`src/core/qdac_regs.vh`:
```
// What this block does
// - power-up clears shifter, registers, falling phase
// - twelve-bit word msb first, extra leading ignored
// - sample input on rising clock while selected
// - output delayed twelve bits, edge by mode
// - serial output always driven, never floats
// - deselected: no shifting, output holds level
// - chip-select rise decodes and executes command
// - word: channel, control, data byte
// - control 01 loads selected input register
// - control 11 loads input, updates all converters
// - load-all low copies inputs to converters
// - clear low zeroes inputs and converters
// - shutdown only while permit pin high
// - channel codes 0..3 select A..D
// - 0100 copies all; 1000 loads all; wake
// - 1100 shutdown; 0010 output low; 0110 high
// - 1110 rising phase, 1010 falling; update all
`ifndef QDAC_REGS_VH
`define QDAC_REGS_VH
`define QDAC_WORD_W 12
`define QDAC_DATA_W 8
`define QDAC_CODE_HI 11
`define QDAC_CODE_LO 8
`define QDAC_DATA_HI 7
`define QDAC_CH_HI 11
`define QDAC_CH_LO 10
`define QDAC_CTL_HI 9
`define QDAC_CTL_LO 8
`define QDAC_CMD_NOP 4'h0
`define QDAC_CMD_LDALL 4'h4
`define QDAC_CMD_SETALL 4'h8
`define QDAC_CMD_SHDN 4'hC
`define QDAC_CMD_ULOW 4'h2
`define QDAC_CMD_UHIGH 4'h6
`define QDAC_CMD_RISE 4'hE
`define QDAC_CMD_FALL 4'hA
`define QDAC_CTL_INPUT 2'h1
`define QDAC_CTL_BOTH 2'h3
`define QDAC_ZERO_WORD 12'h000
`define QDAC_ZERO_BYTE 8'h00
`endif

```
`src/core/qdac_ctrl.v`:
```
`timescale 1ns/10ps
`default_nettype none
`include "qdac_regs.vh"
module qdac_ctrl
(
  input wire clk_i,
  input wire rst_i,
  input wire ce_i,
  input wire cs_n_i,
  input wire sclk_i,
  input wire din_i,
  input wire load_all_n_i,
  input wire clear_all_n_i,
  input wire shutdown_permit_i,
  output reg dout_o,
  output reg user_logic_output_o,
  output reg shutdown_o,
  output reg phase_rising_o,
  output reg [7:0] conv_a_o,
  output reg [7:0] conv_b_o,
  output reg [7:0] conv_c_o,
  output reg [7:0] conv_d_o
);
  // ==========================================================
  // pin synchronisers
  // ==========================================================
  wire [5:0] sync_w;
  qdac_sync u_sync
  (
    .clk_i(clk_i),
    .rst_i(rst_i),
    .ce_i(ce_i),
    .d_i({shutdown_permit_i, clear_all_n_i, load_all_n_i, din_i, ~sclk_i, cs_n_i}),
    .rst_val_i(6'h3F),
    .q_o(sync_w)
  );
  wire cs_n_s = sync_w[0];
  // shift clock travels inverted: the all-ones reset then reads as idle low,
  // so no false edge follows reset
  wire sclk_s = ~sync_w[1];
  wire din_s = sync_w[2];
  wire load_all_n_s = sync_w[3];
  wire clear_all_n_s = sync_w[4];
  wire permit_s = sync_w[5];

  // ==========================================================
  // edge detection
  // ==========================================================
  reg sclk_d_r;
  reg cs_n_d_r;
  always @(posedge clk_i or posedge rst_i)
  begin
    if (rst_i)
    begin
      sclk_d_r <= 1'b0;
      cs_n_d_r <= 1'b1;
    end
    else if (ce_i)
    begin
      sclk_d_r <= sclk_s;
      cs_n_d_r <= cs_n_s;
    end
  end
  wire sclk_rise = sclk_s & ~sclk_d_r;
  wire sclk_fall = ~sclk_s & sclk_d_r;
  wire cs_rise = cs_n_s & ~cs_n_d_r;

  // ==========================================================
  // shift register and serial output
  // ==========================================================
  reg [11:0] shift_r;
  reg [11:0] shift_nxt;
  reg dout_nxt;
  // extra leading bits fall out of the top, so 16-bit frames work
  always @*
  begin
    shift_nxt = shift_r;
    dout_nxt = dout_o;
    if (!cs_n_s)
    begin
      if (sclk_rise)
        shift_nxt = {shift_r[`QDAC_WORD_W-2:0], din_s};
      // falling-edge mode presents the next bit to shift out, half a clock ahead of its rise
      if (phase_rising_o && sclk_rise)
        dout_nxt = shift_r[`QDAC_WORD_W-1];
      else if (!phase_rising_o && sclk_fall)
        dout_nxt = shift_r[`QDAC_WORD_W-1];
    end
    // deselected: nothing shifts, dout holds, always driven
  end

  // ==========================================================
  // command decode
  // ==========================================================
  wire [3:0] code_w = shift_r[`QDAC_CODE_HI:`QDAC_CODE_LO];
  wire [1:0] ch_w = shift_r[`QDAC_CH_HI:`QDAC_CH_LO];
  wire [1:0] ctl_w = shift_r[`QDAC_CTL_HI:`QDAC_CTL_LO];
  wire [7:0] byte_w = shift_r[`QDAC_DATA_HI:0];

  reg [7:0] inp_r [0:3];
  reg [7:0] inp_nxt [0:3];
  reg [7:0] conv_nxt [0:3];
  reg [7:0] conv_cur [0:3];
  reg upo_nxt;
  reg shdn_nxt;
  reg phase_nxt;
  reg copy_all;
  integer i;
  integer j;

  always @*
  begin
    conv_cur[0] = conv_a_o;
    conv_cur[1] = conv_b_o;
    conv_cur[2] = conv_c_o;
    conv_cur[3] = conv_d_o;
    copy_all = 1'b0;
    upo_nxt = user_logic_output_o;
    shdn_nxt = shutdown_o;
    phase_nxt = phase_rising_o;
    for (i = 0; i < 4; i = i + 1)
    begin
      inp_nxt[i] = inp_r[i];
      conv_nxt[i] = conv_cur[i];
    end
    if (cs_rise)
    begin
      if (ctl_w == `QDAC_CTL_INPUT)
        inp_nxt[ch_w] = byte_w;
      else if (ctl_w == `QDAC_CTL_BOTH)
      begin
        inp_nxt[ch_w] = byte_w;
        copy_all = 1'b1;
      end
      else
      begin
        case (code_w)
          `QDAC_CMD_LDALL:
          begin
            copy_all = 1'b1;
            shdn_nxt = 1'b0;
          end
          `QDAC_CMD_SETALL:
          begin
            for (i = 0; i < 4; i = i + 1)
              conv_nxt[i] = byte_w;
            shdn_nxt = 1'b0;
          end
          `QDAC_CMD_SHDN:
            if (permit_s)
              shdn_nxt = 1'b1;
          `QDAC_CMD_ULOW:
            upo_nxt = 1'b0;
          `QDAC_CMD_UHIGH:
            upo_nxt = 1'b1;
          `QDAC_CMD_RISE:
          begin
            phase_nxt = 1'b1;
            copy_all = 1'b1;
          end
          `QDAC_CMD_FALL:
          begin
            phase_nxt = 1'b0;
            copy_all = 1'b1;
          end
          default:
            ; // no-operation leaves everything
        endcase
      end
    end
    // level-sensitive load-all keeps converters tracking inputs
    if (!load_all_n_s)
      copy_all = 1'b1;
    if (copy_all)
      for (i = 0; i < 4; i = i + 1)
        conv_nxt[i] = inp_nxt[i];
  end

  // ==========================================================
  // state registers
  // ==========================================================
  always @(posedge clk_i or posedge rst_i)
  begin
    if (rst_i)
    begin
      shift_r <= `QDAC_ZERO_WORD;
      dout_o <= 1'b0;
      phase_rising_o <= 1'b0;
      user_logic_output_o <= 1'b0;
      shutdown_o <= 1'b0;
      for (j = 0; j < 4; j = j + 1)
        inp_r[j] <= `QDAC_ZERO_BYTE;
      conv_a_o <= `QDAC_ZERO_BYTE;
      conv_b_o <= `QDAC_ZERO_BYTE;
      conv_c_o <= `QDAC_ZERO_BYTE;
      conv_d_o <= `QDAC_ZERO_BYTE;
    end
    else if (ce_i)
    begin
      shift_r <= shift_nxt;
      dout_o <= dout_nxt;
      phase_rising_o <= phase_nxt;
      user_logic_output_o <= upo_nxt;
      shutdown_o <= shdn_nxt;
      // clear pin overrides any input or converter write in the same cycle
      if (!clear_all_n_s)
      begin
        for (j = 0; j < 4; j = j + 1)
          inp_r[j] <= `QDAC_ZERO_BYTE;
        conv_a_o <= `QDAC_ZERO_BYTE;
        conv_b_o <= `QDAC_ZERO_BYTE;
        conv_c_o <= `QDAC_ZERO_BYTE;
        conv_d_o <= `QDAC_ZERO_BYTE;
      end
      else
      begin
        for (j = 0; j < 4; j = j + 1)
          inp_r[j] <= inp_nxt[j];
        conv_a_o <= conv_nxt[0];
        conv_b_o <= conv_nxt[1];
        conv_c_o <= conv_nxt[2];
        conv_d_o <= conv_nxt[3];
      end
    end
  end
endmodule // qdac_ctrl
`default_nettype wire

```
`src/core/qdac_sync.v`:
```
`timescale 1ns/10ps
`default_nettype none
// two-stage synchroniser for pins from outside clk_i domain
module qdac_sync
(
  input wire clk_i,
  input wire rst_i,
  input wire ce_i,
  input wire [5:0] d_i,
  input wire [5:0] rst_val_i,
  output wire [5:0] q_o
);
  // reset value is all ones for every bit; the rst_val_i tie-off cancels out of q_o
  reg [5:0] s1_r;
  reg [5:0] s2_r;
  genvar g;
  generate
    for (g = 0; g < 6; g = g + 1)
    begin : g_bit
      always @(posedge clk_i or posedge rst_i)
      begin
        if (rst_i)
        begin
          s1_r[g] <= 1'b1;
          s2_r[g] <= 1'b1;
        end
        else if (ce_i)
        begin
          s1_r[g] <= d_i[g];
          s2_r[g] <= s1_r[g];
        end
      end
    end
  endgenerate
  assign q_o = s2_r ^ ~rst_val_i ^ ~rst_val_i;
endmodule // qdac_sync
`default_nettype wire

```
`config.mk`:
```
export PLATFORM = sky130hd
export DESIGN_NAME = qdac_ctrl
export DESIGN_NICKNAME = d
export VERILOG_FILES = /design/src/core/qdac_ctrl.v /design/src/core/qdac_sync.v
export VERILOG_INCLUDE_DIRS = /design/src /design/src/core
export SDC_FILE = /design/constraint.sdc
export NUM_CORES = 1
export LEC_CHECK = 0
export BUFFER_PORTS_ARGS = -buffer_cell sky130_fd_sc_hd__buf_2
export CELL_PAD_IN_SITES_DETAIL_PLACEMENT = 1
export CELL_PAD_IN_SITES_GLOBAL_PLACEMENT = 2
export CORE_ASPECT_RATIO = 1.75
export CORE_MARGIN = 3
export CORE_UTILIZATION = 35
export DETAILED_ROUTE_END_ITERATION = 8
export GPL_ROUTABILITY_DRIVEN = 1
export PLACE_DENSITY_LB_ADDON = 0.1
export SETUP_SLACK_MARGIN = 0.4
export SLEW_MARGIN = 30
export SYNTH_ARGS = -nofsm -noshare
export SYNTH_HDL_FRONTEND = slang
export SYNTH_SLANG_ARGS = --single-unit
```
`constraint.sdc`:
```
create_clock -name clk_i -period 2.45 [get_ports clk_i]
set_input_delay 0.245 -clock clk_i [delete_from_list [all_inputs] [get_ports clk_i]]
set_output_delay 0.245 -clock clk_i [all_outputs]
set_load 0.01 [all_outputs]
```
* Word-level counts from Yosys, hierarchy flattened
Cells that the tools add are included.
Storage, ports and cells: logic and storage cells 97, output and inout port bits 36, register bits 94, input port bits 9
Operators by class: magnitude comparators 2, bitwise operators 11, reductions and logical operators 16, eq/ne operators 14, mux-type cells 27
Operators by type and width (number):
- 32-bit 2-to-1 mux | 9
- 8-bit 2-to-1 mux | 5
- 32-bit bitwise mux | 1
- 8-bit demux with 2-bit select | 1
- 4-bit == test (second input constant) | 4
- 5-bit AND reduction | 3
- 3-bit inequality test (second input constant) | 4
- 4-bit by 3-bit == test with 1-bit output (second input constant) | 2
- 1-bit 2-to-1 mux | 8
- 2-bit nonzero test | 4
- 1-bit NOT | 7
- 1-bit one-hot mux with 2 select lines | 3
- 3-bit AND reduction | 2
- 6-bit AND reduction | 1
- 4-bit by 2-bit == test with 1-bit output (second input constant) | 1
- 1-bit AND | 3
- 3-bit >= comparator (second input constant) | 1
- 1-bit logical AND | 3
- 3-bit by 1-bit less-than comparator with 1-bit output (second input constant) | 1
- 2-bit NOT with 3-bit output | 1
- 3-bit OR reduction | 1
- 2-bit by 1-bit == test with 1-bit output (second input constant) | 1
- 2-bit == test (second input constant) | 1
- 2-bit by 1-bit inequality test with 1-bit output (second input constant) | 1
- 2 further kinds | 2

* Logic depth before layout (Yosys ltp)
Gate-level depths: netlist of the first run.
depth in word-level cells 11, depth in mapped cells 8, mapped depth without buffers 4

* Hierarchy
A second synthesis of the first run with hierarchy kept.
Unflattened totals: cells, all modules 427, area total of the unflattened synthesis 4709.5 µm²
Modules (own cells, without submodules):
- qdac_ctrl | cells an instance 395, instances 1, area an instance 4184.0 µm²
- qdac_sync | cells an instance 32, instances 1, area an instance 525.5 µm²

* Worst setup path after synthesis of the first run
OpenSTA, ideal clock, no wires.
kind register to register, from register u_sync.s2_r[0], to register conv_a_o[0], setup time 136 ps, period minus slack after synthesis 1789 ps, cell stages (with the launch flop) 6, slack 661 ps, data required time 2314 ps, data arrival time 1653 ps, cell sequence dfstp_2 -> nand2b_1 -> a2111o_1 -> a31oi_1 -> buf_2 -> o32ai_1
Between the ends: cells in the longest elaborated chain, start to end 5
RTL lines:
- start: declaration | RTL line qdac_sync.v:15 | reg [5:0] s2_r;
- start signal: indexed assignment | RTL line qdac_sync.v:30 | s2_r[g] <= s1_r[g];
- 1-bit AND * | RTL line qdac_ctrl.v:66 | wire cs_rise = cs_n_s & ~cs_n_d_r;
- 1-bit 2-to-1 mux | RTL line qdac_ctrl.v:126 | if (cs_rise)
- 1-bit 2-to-1 mux | RTL line qdac_ctrl.v:172 | if (!load_all_n_s)
- 3-bit inequality test (no line) or 32-bit 2-to-1 mux (tied branches)
- 5-bit AND reduction (no line) or 8-bit 2-to-1 mux (tied branches)
- end signal: assignment | RTL line qdac_ctrl.v:193 | conv_a_o <= `QDAC_ZERO_BYTE;
- end signal: assignment | RTL line qdac_ctrl.v:210 | conv_a_o <= `QDAC_ZERO_BYTE;
- end signal: assignment | RTL line qdac_ctrl.v:219 | conv_a_o <= conv_nxt[0];
- end: declaration | RTL line qdac_ctrl.v:19 | output reg [7:0] conv_a_o,
Mark *: on every way between the ends. The rest lies on a longest branch, timed or not. A chain may end at the register's enable or synchronous reset.

* Final worst setup path of the first run
from register u_sync.s2_r[0], to register conv_a_o[4]
The elaborated chain is that of the path after synthesis.

==> results of run 1 <==
where the power goes:
| part | switching, uW | internal, uW |
|---|---|---|
| Sequential | 264 | 1780 |
| Clock | 608 | 848 |
| Combinational | 753 | 582 |
area by class of cell:
cell class | count | area, sq um | area share, %
sequential | 94 | 2370 | 41.7
tap | 168 | 210 | 3.70
multi-input combinational | 233 | 2050 | 36.2
inverter | 56 | 214 | 3.77
clock buffer | 11 | 253 | 4.45
clock inverter | 5 | 56.3 | 0.991
timing repair buffer | 76 | 522 | 9.19
logic make-up after synthesis:
logic type	Yosys count
buffers and inverters	100
and+or+nand+nor	51
AOI/OAI and AO/OA	155
DFF	94
muxes	26
xor gates and xnor gates	1
synthesized netlist by cell type, types with 6 or more instances:
cell type | count | area [sq um]
nand2_1 | 6 | 22.5
clkbuf_1 | 22 | 82.6
inv_1 | 56 | 210
nand3_1 | 13 | 65.1
dfstp_2 | 13 | 342
o32ai_1 | 32 | 280
o2bb2ai_1 | 13 | 114
nor3_1 | 8 | 40.0
o21a_1 | 13 | 97.6
a221oi_1 | 20 | 175
buf_2 | 18 | 90.1
dfrtp_1 | 81 | 2030
o221a_2 | 12 | 135
o22ai_1 | 20 | 125
a21oi_1 | 29 | 145
mux2_2 | 26 | 293
and3_1 | 8 | 50.1
worst reg2reg max path, delay by kind of cell (launching register included):
family | cells | cell delay, ns
AOI/OAI and AO/OA | 3 | 0.77
buffers and inverters | 2 | 0.41
DFF | 1 | 0.61
and+or+nand+nor | 1 | 0.10
layout by cell type (no fill, tap or decap), drive strengths merged, types with 2 or more instances in the layout:
cell      netlist  layout
inv            56      56
mux2           26      26
nand3          13      13
a2111o          2       2
and2            4       4
o221a          12      12
o21a           13      13
o32ai          32      32
nor2            3       3
nor3            8       8
o2bb2ai        13      13
a21o            2       2
o21ai           4       4
dfstp          13      13
a21boi          4       4
a221oi         20      20
clkbuf         23      11
o22ai          20      20
a31oi           2       2
buf            21      76
and3            8       8
nand2b          2       2
dfrtp          81      81
a21oi          29      29
clkinvlp        0       2
clkinv          0       2
nand2           6       6
through the flow:
| step | area, sq um | util [%] | std cells |
|---|---|---|---|
| global placement | 5090 | 40.5 | 626 |
| CTS | 5440 | 43.2 | 642 |
| global route | 5680 | 45.2 | 643 |
| finish | 5680 | 45.2 | 643 |
| floorplan | 4550 | - | 427 |
| detailed placement | 5090 | 40.5 | 626 |
registers in the layout, indices dropped and copies added (netlist names), 6 cells and up:
name,cells
inp_r,32
conv_b_o,8
conv_a_o,8
u_sync.s1_r,6
conv_c_o,8
u_sync.s2_r,6
shift_r,12
conv_d_o,8
repair_timing:
action | in CTS | in global routing
pin swaps | 0 | 3
setup buffers | 0 | 1
gates resized for setup | 6 | 35
setup endpoints to repair | 22 | 32
path summary, 6_finish.rpt:
check	from	endpoint	slack (ns)	cells past startpoint
worst max register to register	u_sync.s2_r[0]$_DFFE_PP1P_	conv_a_o[4]$_DFFE_PP0P_	0.43	6
worst min register to register	inp_r[22]$_DFFE_PP0P_	inp_r[22]$_DFFE_PP0P_	0.49	1
max in group asynchronous	rst_i	shift_r[10]$_DFFE_PP0P_	1.97	3
min in group clk_i	sclk_i	u_sync.s1_r[1]$_DFFE_PP1P_	0.04	2
worst max-delay path	u_sync.s2_r[0]$_DFFE_PP1P_	conv_a_o[4]$_DFFE_PP0P_	0.43	6
worst min-delay path	rst_i	conv_b_o[0]$_DFFE_PP0P_	0.02	3
metal layers:
layer	vias up	routed length (um)	GRT usage [%]
met2	66	7960	37.5
met3	12	343	2.84
li1	1681	-	-
met4	0	205	6.45
met5	-	0	0
met1	1887	5690	24.6
==> summary.md, run 1 <==
| Metric | Value |
|---|---|
| Outcome | finished, final reports clean |
| First-pass GRT wire length | 22.4 mm |
| Fmax | roughly 490 MHz |
| Yosys warning total | 0 |
| Die H | 157 um |
| Wire per inst | approximately 22 um |
| CP max stage cell | dfstp_2 |
| Worst Setup Start Kind | flop |
| Crit Path Category | flop to flop |
| GR Overflow Total | 0 |
| LEAKAGE | 0.00237 uW |
| Critical path fanouts, max | 20 |
| Pwr Total | approximately 4800 uW |
| Crit path DAT | 2.24 ns |
| Distinct cells, synth | 38 |
| Number of global-route vias before repair | 3,878 |
| CTS tree | built |
| Hpwl dp | roughly 9.6 mm |
| PnR worst setup slack | 0.427 ns |
| Mapped Nets | around 440 |
| Slew HR | 62.5% |
| Worst skew pair latency | 0.34 ns |
| Unrepaired setup endpoints after global routing | false |
| Avg Synthesized Cell Area | 10.7 sq um |
| Mapped Cells | 427 |
| DRT iter0 DRCs | 206 |
| Tmin final | 2.02 ns |
| XOR/XNOR Fraction of Synth Area | 0.193% |
| Setup_tns | 0 ns |
| Drt pass-1 iters | 4 |
| Core area | 12,600 sq um |
| Die width | 92.2 um |
| Tcrit/Tclk final | 82.6% |
| Fraction of layout cells with a size suffix above 1 | 38.5% |
| Max Slew Vio Count | 0 |
| Tot GR Track Use | 20.4% |
| Worst Path Required | about 2.7 ns |
| Post-synthesis sequential area ratio | about 52% |
| Cell mode on critical path | buf_4 |
| Initial cell density of the core | 36.2% |
| Synth Area in Compound Gates | 26.1% |
| Largest family of logic cells by synthesized area | compound AO/OA/AOI/OAI gates |
| DRC | 0 |
| Largest net degree at the start of global routing | 95 |
| Worst-path cell chain | buf_4 -> nand3b_1 -> o21a_1 -> buf_4 -> a221oi_4 -> o32ai_2 |
| H-tree depth | 3 |
| VDD IR max | 338 uV |
| Final Hold Vio Count | 0 |
| Root Buffer | clkbuf_16 |
| Multiplexer share of the synthesized area | 6.44% |
| Worst setup EP type | flop |
| Sink Count | 94 |
| Least-Margin Pin Slew | 0.559 ns |
| # rows | 54 |
| Delay-heaviest family, CP | compound AO/OA/AOI/OAI gates |
| Gpl congestion | 0.759 |
| Vias | 3,646 |
| Number of I/O pins | 45 |
| TritonCTS Buffers | 9 |
| Maxcap violations | 0 |
| Mapped cell area | 4550 sq um |
| Worst-path clk slew | 0.07 ns |
| Clk_skew | approximately 0.0079 ns |
| Place WS | roughly 0.20 ns |
| Final ANT Viol Nets | 0 |
| Post-Synth Adder-Cell Area | 0% |
| Worst hold path type | input pin to async pin |
| Vias per cell | 5.67 |
| CTS Hold Bufs | 0 |
| Final setup viols | 0 |
| Ant diodes | 0 |
| Simple-Gate Fraction of Synth Area | 6.30% |
| CP Buf/Inv Count | 2 |
| Register bit total from synthesis | 94 |
| CP max stage delay | 0.61 ns |
| CTS Buffer Depth | 2 |
| Fillers | 1,394 |
| Ys async rst share | 100% |
| Ys flop type | dfrtp_1 |
| Die area | around 14,000 sq um |
| WL final | 14.2 mm |
| Final Net Count | 479 |
| Number of synthesized flops with an enable pin | 0 |
| Initial antenna violation count | 0 |
| WHS | 0.0166 ns |
| PD cells | 852 nW/um^2 |
| Buffers on Ports | 44 |
| Area Growth Syn to Fin | 24.9% |
(Power assumes the default switching activity.)
==> run 2, diff against run 1 <==
==> constraint.sdc (replaced) <==
create_clock -name clk_i -period 1.63 [get_ports clk_i]
set_input_delay 0.163 -clock clk_i [delete_from_list [all_inputs] [get_ports clk_i]]
set_output_delay 0.163 -clock clk_i [all_outputs]
set_load 0.01 [all_outputs]
==> run 2 against run 1 <==
Routed wire length up 22%; critical path depth unchanged; highest routed layer unchanged; total power up 73%; register-to-register slack worse by 0.79 ns; largest power group unchanged; hold slack better by 0.025 ns; the flow now finishes with violations (setup timing).
==> summary.md, run 2 (synthesis results as in run 1) <==
| Metric | Value |
|---|---|
| Grt met2 use | 42.1% (was 37.5%) |
| Commonest non-fill, non-tap cell in the layout | dfrtp_1 (unchanged) |
| Worst-path cell chain | buf_6 -> nand3b_1 -> o21a_2 -> a21o_4 -> buf_12 -> o32ai_1 (was buf_4 -> nand3b_1 -> o21a_1 -> buf_4 -> a221oi_4 -> o32ai_2) |
| Root Buffer | clkbuf_16 (unchanged) |
| Pwr Total | 8360 uW (was 4840 uW) |
| Die H | 157 um (unchanged) |
| Drt pass-1 iters | 4 (unchanged) |
| Ant diodes | 0 (unchanged) |
| FF-to-FF End | conv_d_o[7]$_DFFE_PP0P_ (was conv_a_o[4]$_DFFE_PP0P_) |
| Fraction of layout cells with a size suffix above 1 | 60.1% (was 38.5%) |
| Number of I/O pins | 45 (unchanged) |
| CTS tree | built (unchanged) |
| VDD IR max | 582 uV (was 338 uV) |
| Clk_skew | 0.00833 ns (was 0.00786 ns) |
| Number of global-route vias before repair | 4,517 (was 3,878) |
| Failing checks | setup timing |
| Vias per cell | 5.75 (was 5.67) |
| GR Overflow Total | 0 (unchanged) |
| Area Growth Syn to Fin | 60.4% (was 24.9%) |
| Final Hold Vio Count | 0 (unchanged) |
| Core area | 12,600 sq um (unchanged) |
| Hold path start | load_all_n_i |
| Final setup viols | 79 (was 0) |
| TritonCTS Buffers | 9 (unchanged) |
| PD cells | 1150 nW/um^2 (was 852 nW/um^2) |
| Buffers on Ports | 44 (unchanged) |
| Tot GR Track Use | 23.1% (was 20.4%) |
| Gpl congestion | 0.787 (was 0.759) |
| Critical path fanouts, max | 16 (was 20) |
| Fmax | 501 MHz (was 494 MHz) |
| Worst setup EP type | flop (unchanged) |
| Worst Path Required | 1.86 ns (was 2.66 ns) |
| Wire per inst | 23.8 um (was 22.1 um) |
| Vias | 4,194 (was 3,646) |
| DRC | 0 (unchanged) |
| DRT iter0 DRCs | 257 (was 206) |
| Initial antenna violation count | 0 (unchanged) |
| Setup_tns | -14.64 ns (was 0 ns) |
| Die width | 92.2 um (unchanged) |
| Unrepaired setup endpoints after global routing | true (was false) |
| Outcome | complete, but fails checks (was finished, final reports clean) |
| Hold Path Stages | 2 |
| R2r setup slk | -0.37 ns (was 0.43 ns) |
| Tcrit/Tclk final | 122% (was 82.6%) |
| Max reg flops | 32 (unchanged) |
| Initial cell density of the core | 36.2% (unchanged) |
| Hpwl dp | 10.0 mm (was 9.62 mm) |
| PnR worst setup slack | -0.366 ns (was 0.427 ns) |
| H-tree depth | 3 (unchanged) |
| Max Slew Vio Count | 0 (unchanged) |
| Crit Path Category | flop to flop (unchanged) |
| Global routing met1 resource utilization | 26.5% (was 24.6%) |
| CP max stage delay | 0.57 ns (was 0.61 ns) |
| Endpoint, Worst Hold | u_sync.s1_r[3]$_DFFE_PP1P_ |
| Least-Margin Pin Slew | 0.677 ns (was 0.559 ns) |
| Worst hold path type | input pin to flop (was input pin to async pin) |
| Top Usage Layer GRT | met2 (unchanged) |
| Crit path DAT | 2.23 ns (was 2.24 ns) |
| Slew HR | 54.9% (was 62.5%) |
| Final ANT Viol Nets | 0 (unchanged) |
| Final Net Count | 566 (was 479) |
| Sink Count | 94 (unchanged) |
| Tmin final | 2.00 ns (was 2.02 ns) |
| Worst skew pair latency | 0.35 ns (was 0.34 ns) |
| Largest net degree at the start of global routing | 33 (was 95) |
| Worst-path clk slew | 0.07 ns (about the same) |
| Cells on worst reg2reg path | 6 (unchanged) |
| Most frequent cells in the layout | dfrtp_1 (79), inv_1 (55), buf_4 (50) (was dfrtp_1 (79), inv_1 (55), buf_2 (44)) |
| Launching point of the worst reg2reg path | u_sync.s2_r[0]$_DFFE_PP1P_ (unchanged) |
| Most flop-heavy register | inp_r (unchanged) |
| LEAKAGE | 0.00307 uW (was 0.00237 uW) |
| Maxcap violations | 0 (unchanged) |
| Worst Setup Start Kind | flop (unchanged) |
| # rows | 54 (unchanged) |
| Die area | 14,500 sq um (unchanged) |
| CTS Buffer Depth | 2 (unchanged) |
| Met3 usage | 3.80% (was 2.84%) |
| CP max stage cell | dfstp_2 (unchanged) |
| Top flop regs | inp_r (32), shift_r (12) (unchanged) |
| First-pass GRT wire length | 25.6 mm (was 22.4 mm) |
| WL final | 17.4 mm (was 14.2 mm) |
## run 2: cell types whose count changed in the layout (fill, tap and decap cells not counted), sizes merged
cell	previous run	this run
and2	4	6
clkinvlp	2	1
buf	76	157
clkbuf	11	15
dlygate4sd3	0	2
inv	56	55
## run 2: stage by stage
step | setup WS [ns] | hold slack (ns) | util, % | cell area [sq um] | std cells
floorplan | -0.102 | 0.217 | - | 4680 | 427
global placement | -0.392 | 0.201 | 43.8 | 5500 | 665
detailed placement | -0.405 | 0.205 | 43.8 | 5500 | 665
CTS | -0.239 | 0.0361 | 53.4 | 6710 | 714
global route | -0.446 | 0.0464 | 58.1 | 7300 | 730
finish | -0.366 | 0.0420 | 58.1 | 7300 | 730
## run 2: how the worst max path moves through the flow
stage                               startpoint                      end  slack (ns)  cells after the start
floorplan           u_sync.s2_r[0]$_DFFE_PP1P_  conv_a_o[0]$_DFFE_PP0P_       -0.10                      5
global placement          cs_n_d_r$_DFFE_PP1P_  conv_b_o[3]$_DFFE_PP0P_       -0.39                      6
detailed placement  u_sync.s2_r[0]$_DFFE_PP1P_  conv_c_o[4]$_DFFE_PP0P_       -0.40                      6
CTS                 u_sync.s2_r[0]$_DFFE_PP1P_  conv_d_o[5]$_DFFE_PP0P_       -0.24                      5
global route        u_sync.s2_r[0]$_DFFE_PP1P_  conv_a_o[5]$_DFFE_PP0P_       -0.45                      6
finish              u_sync.s2_r[0]$_DFFE_PP1P_  conv_d_o[7]$_DFFE_PP0P_       -0.37                      6
## run 2: layout make-up
type / instances / area [sq um]
fill: 1318 / 5270
multi-input combinational: 235 / 2630
sequential: 94 / 2370
timing repair buffer: 161 / 1570
clock buffer: 13 / 260
inverter: 56 / 214
tap: 168 / 210
clock inverter: 3 / 43.8
## run 2: worst max-delay path: cells and delay by family (launching register included)
kind | cells | cell delay, ns
compound gates | 3 | 0.87
flops | 1 | 0.57
buf+inv | 2 | 0.29
simple gates | 1 | 0.13
## run 2: what timing repair did
action,4_1_cts,5_1_grt
hold buffers,2,0
setup buffers,25,13
gates resized for setup,135,66
gates cloned,6,3
hold endpoints to repair,15,0
endpoints found under the setup margin,80,82
pin swaps,17,28
## run 2: report_power, final
part           switching [uW]  leakage (uW)  internal [uW]
Clock                     929      0.000150           1280
Sequential                527       0.00124           2680
Combinational            1430       0.00168           1510
Total                    2890       0.00307           5470
## run 2: per-layer routing
layer | vias up | wire (um)
li1 | 1867 | -
met5 | - | 0
met2 | 108 | 9520
met1 | 2174 | 6580
met4 | 0 | 622
met3 | 45 | 649
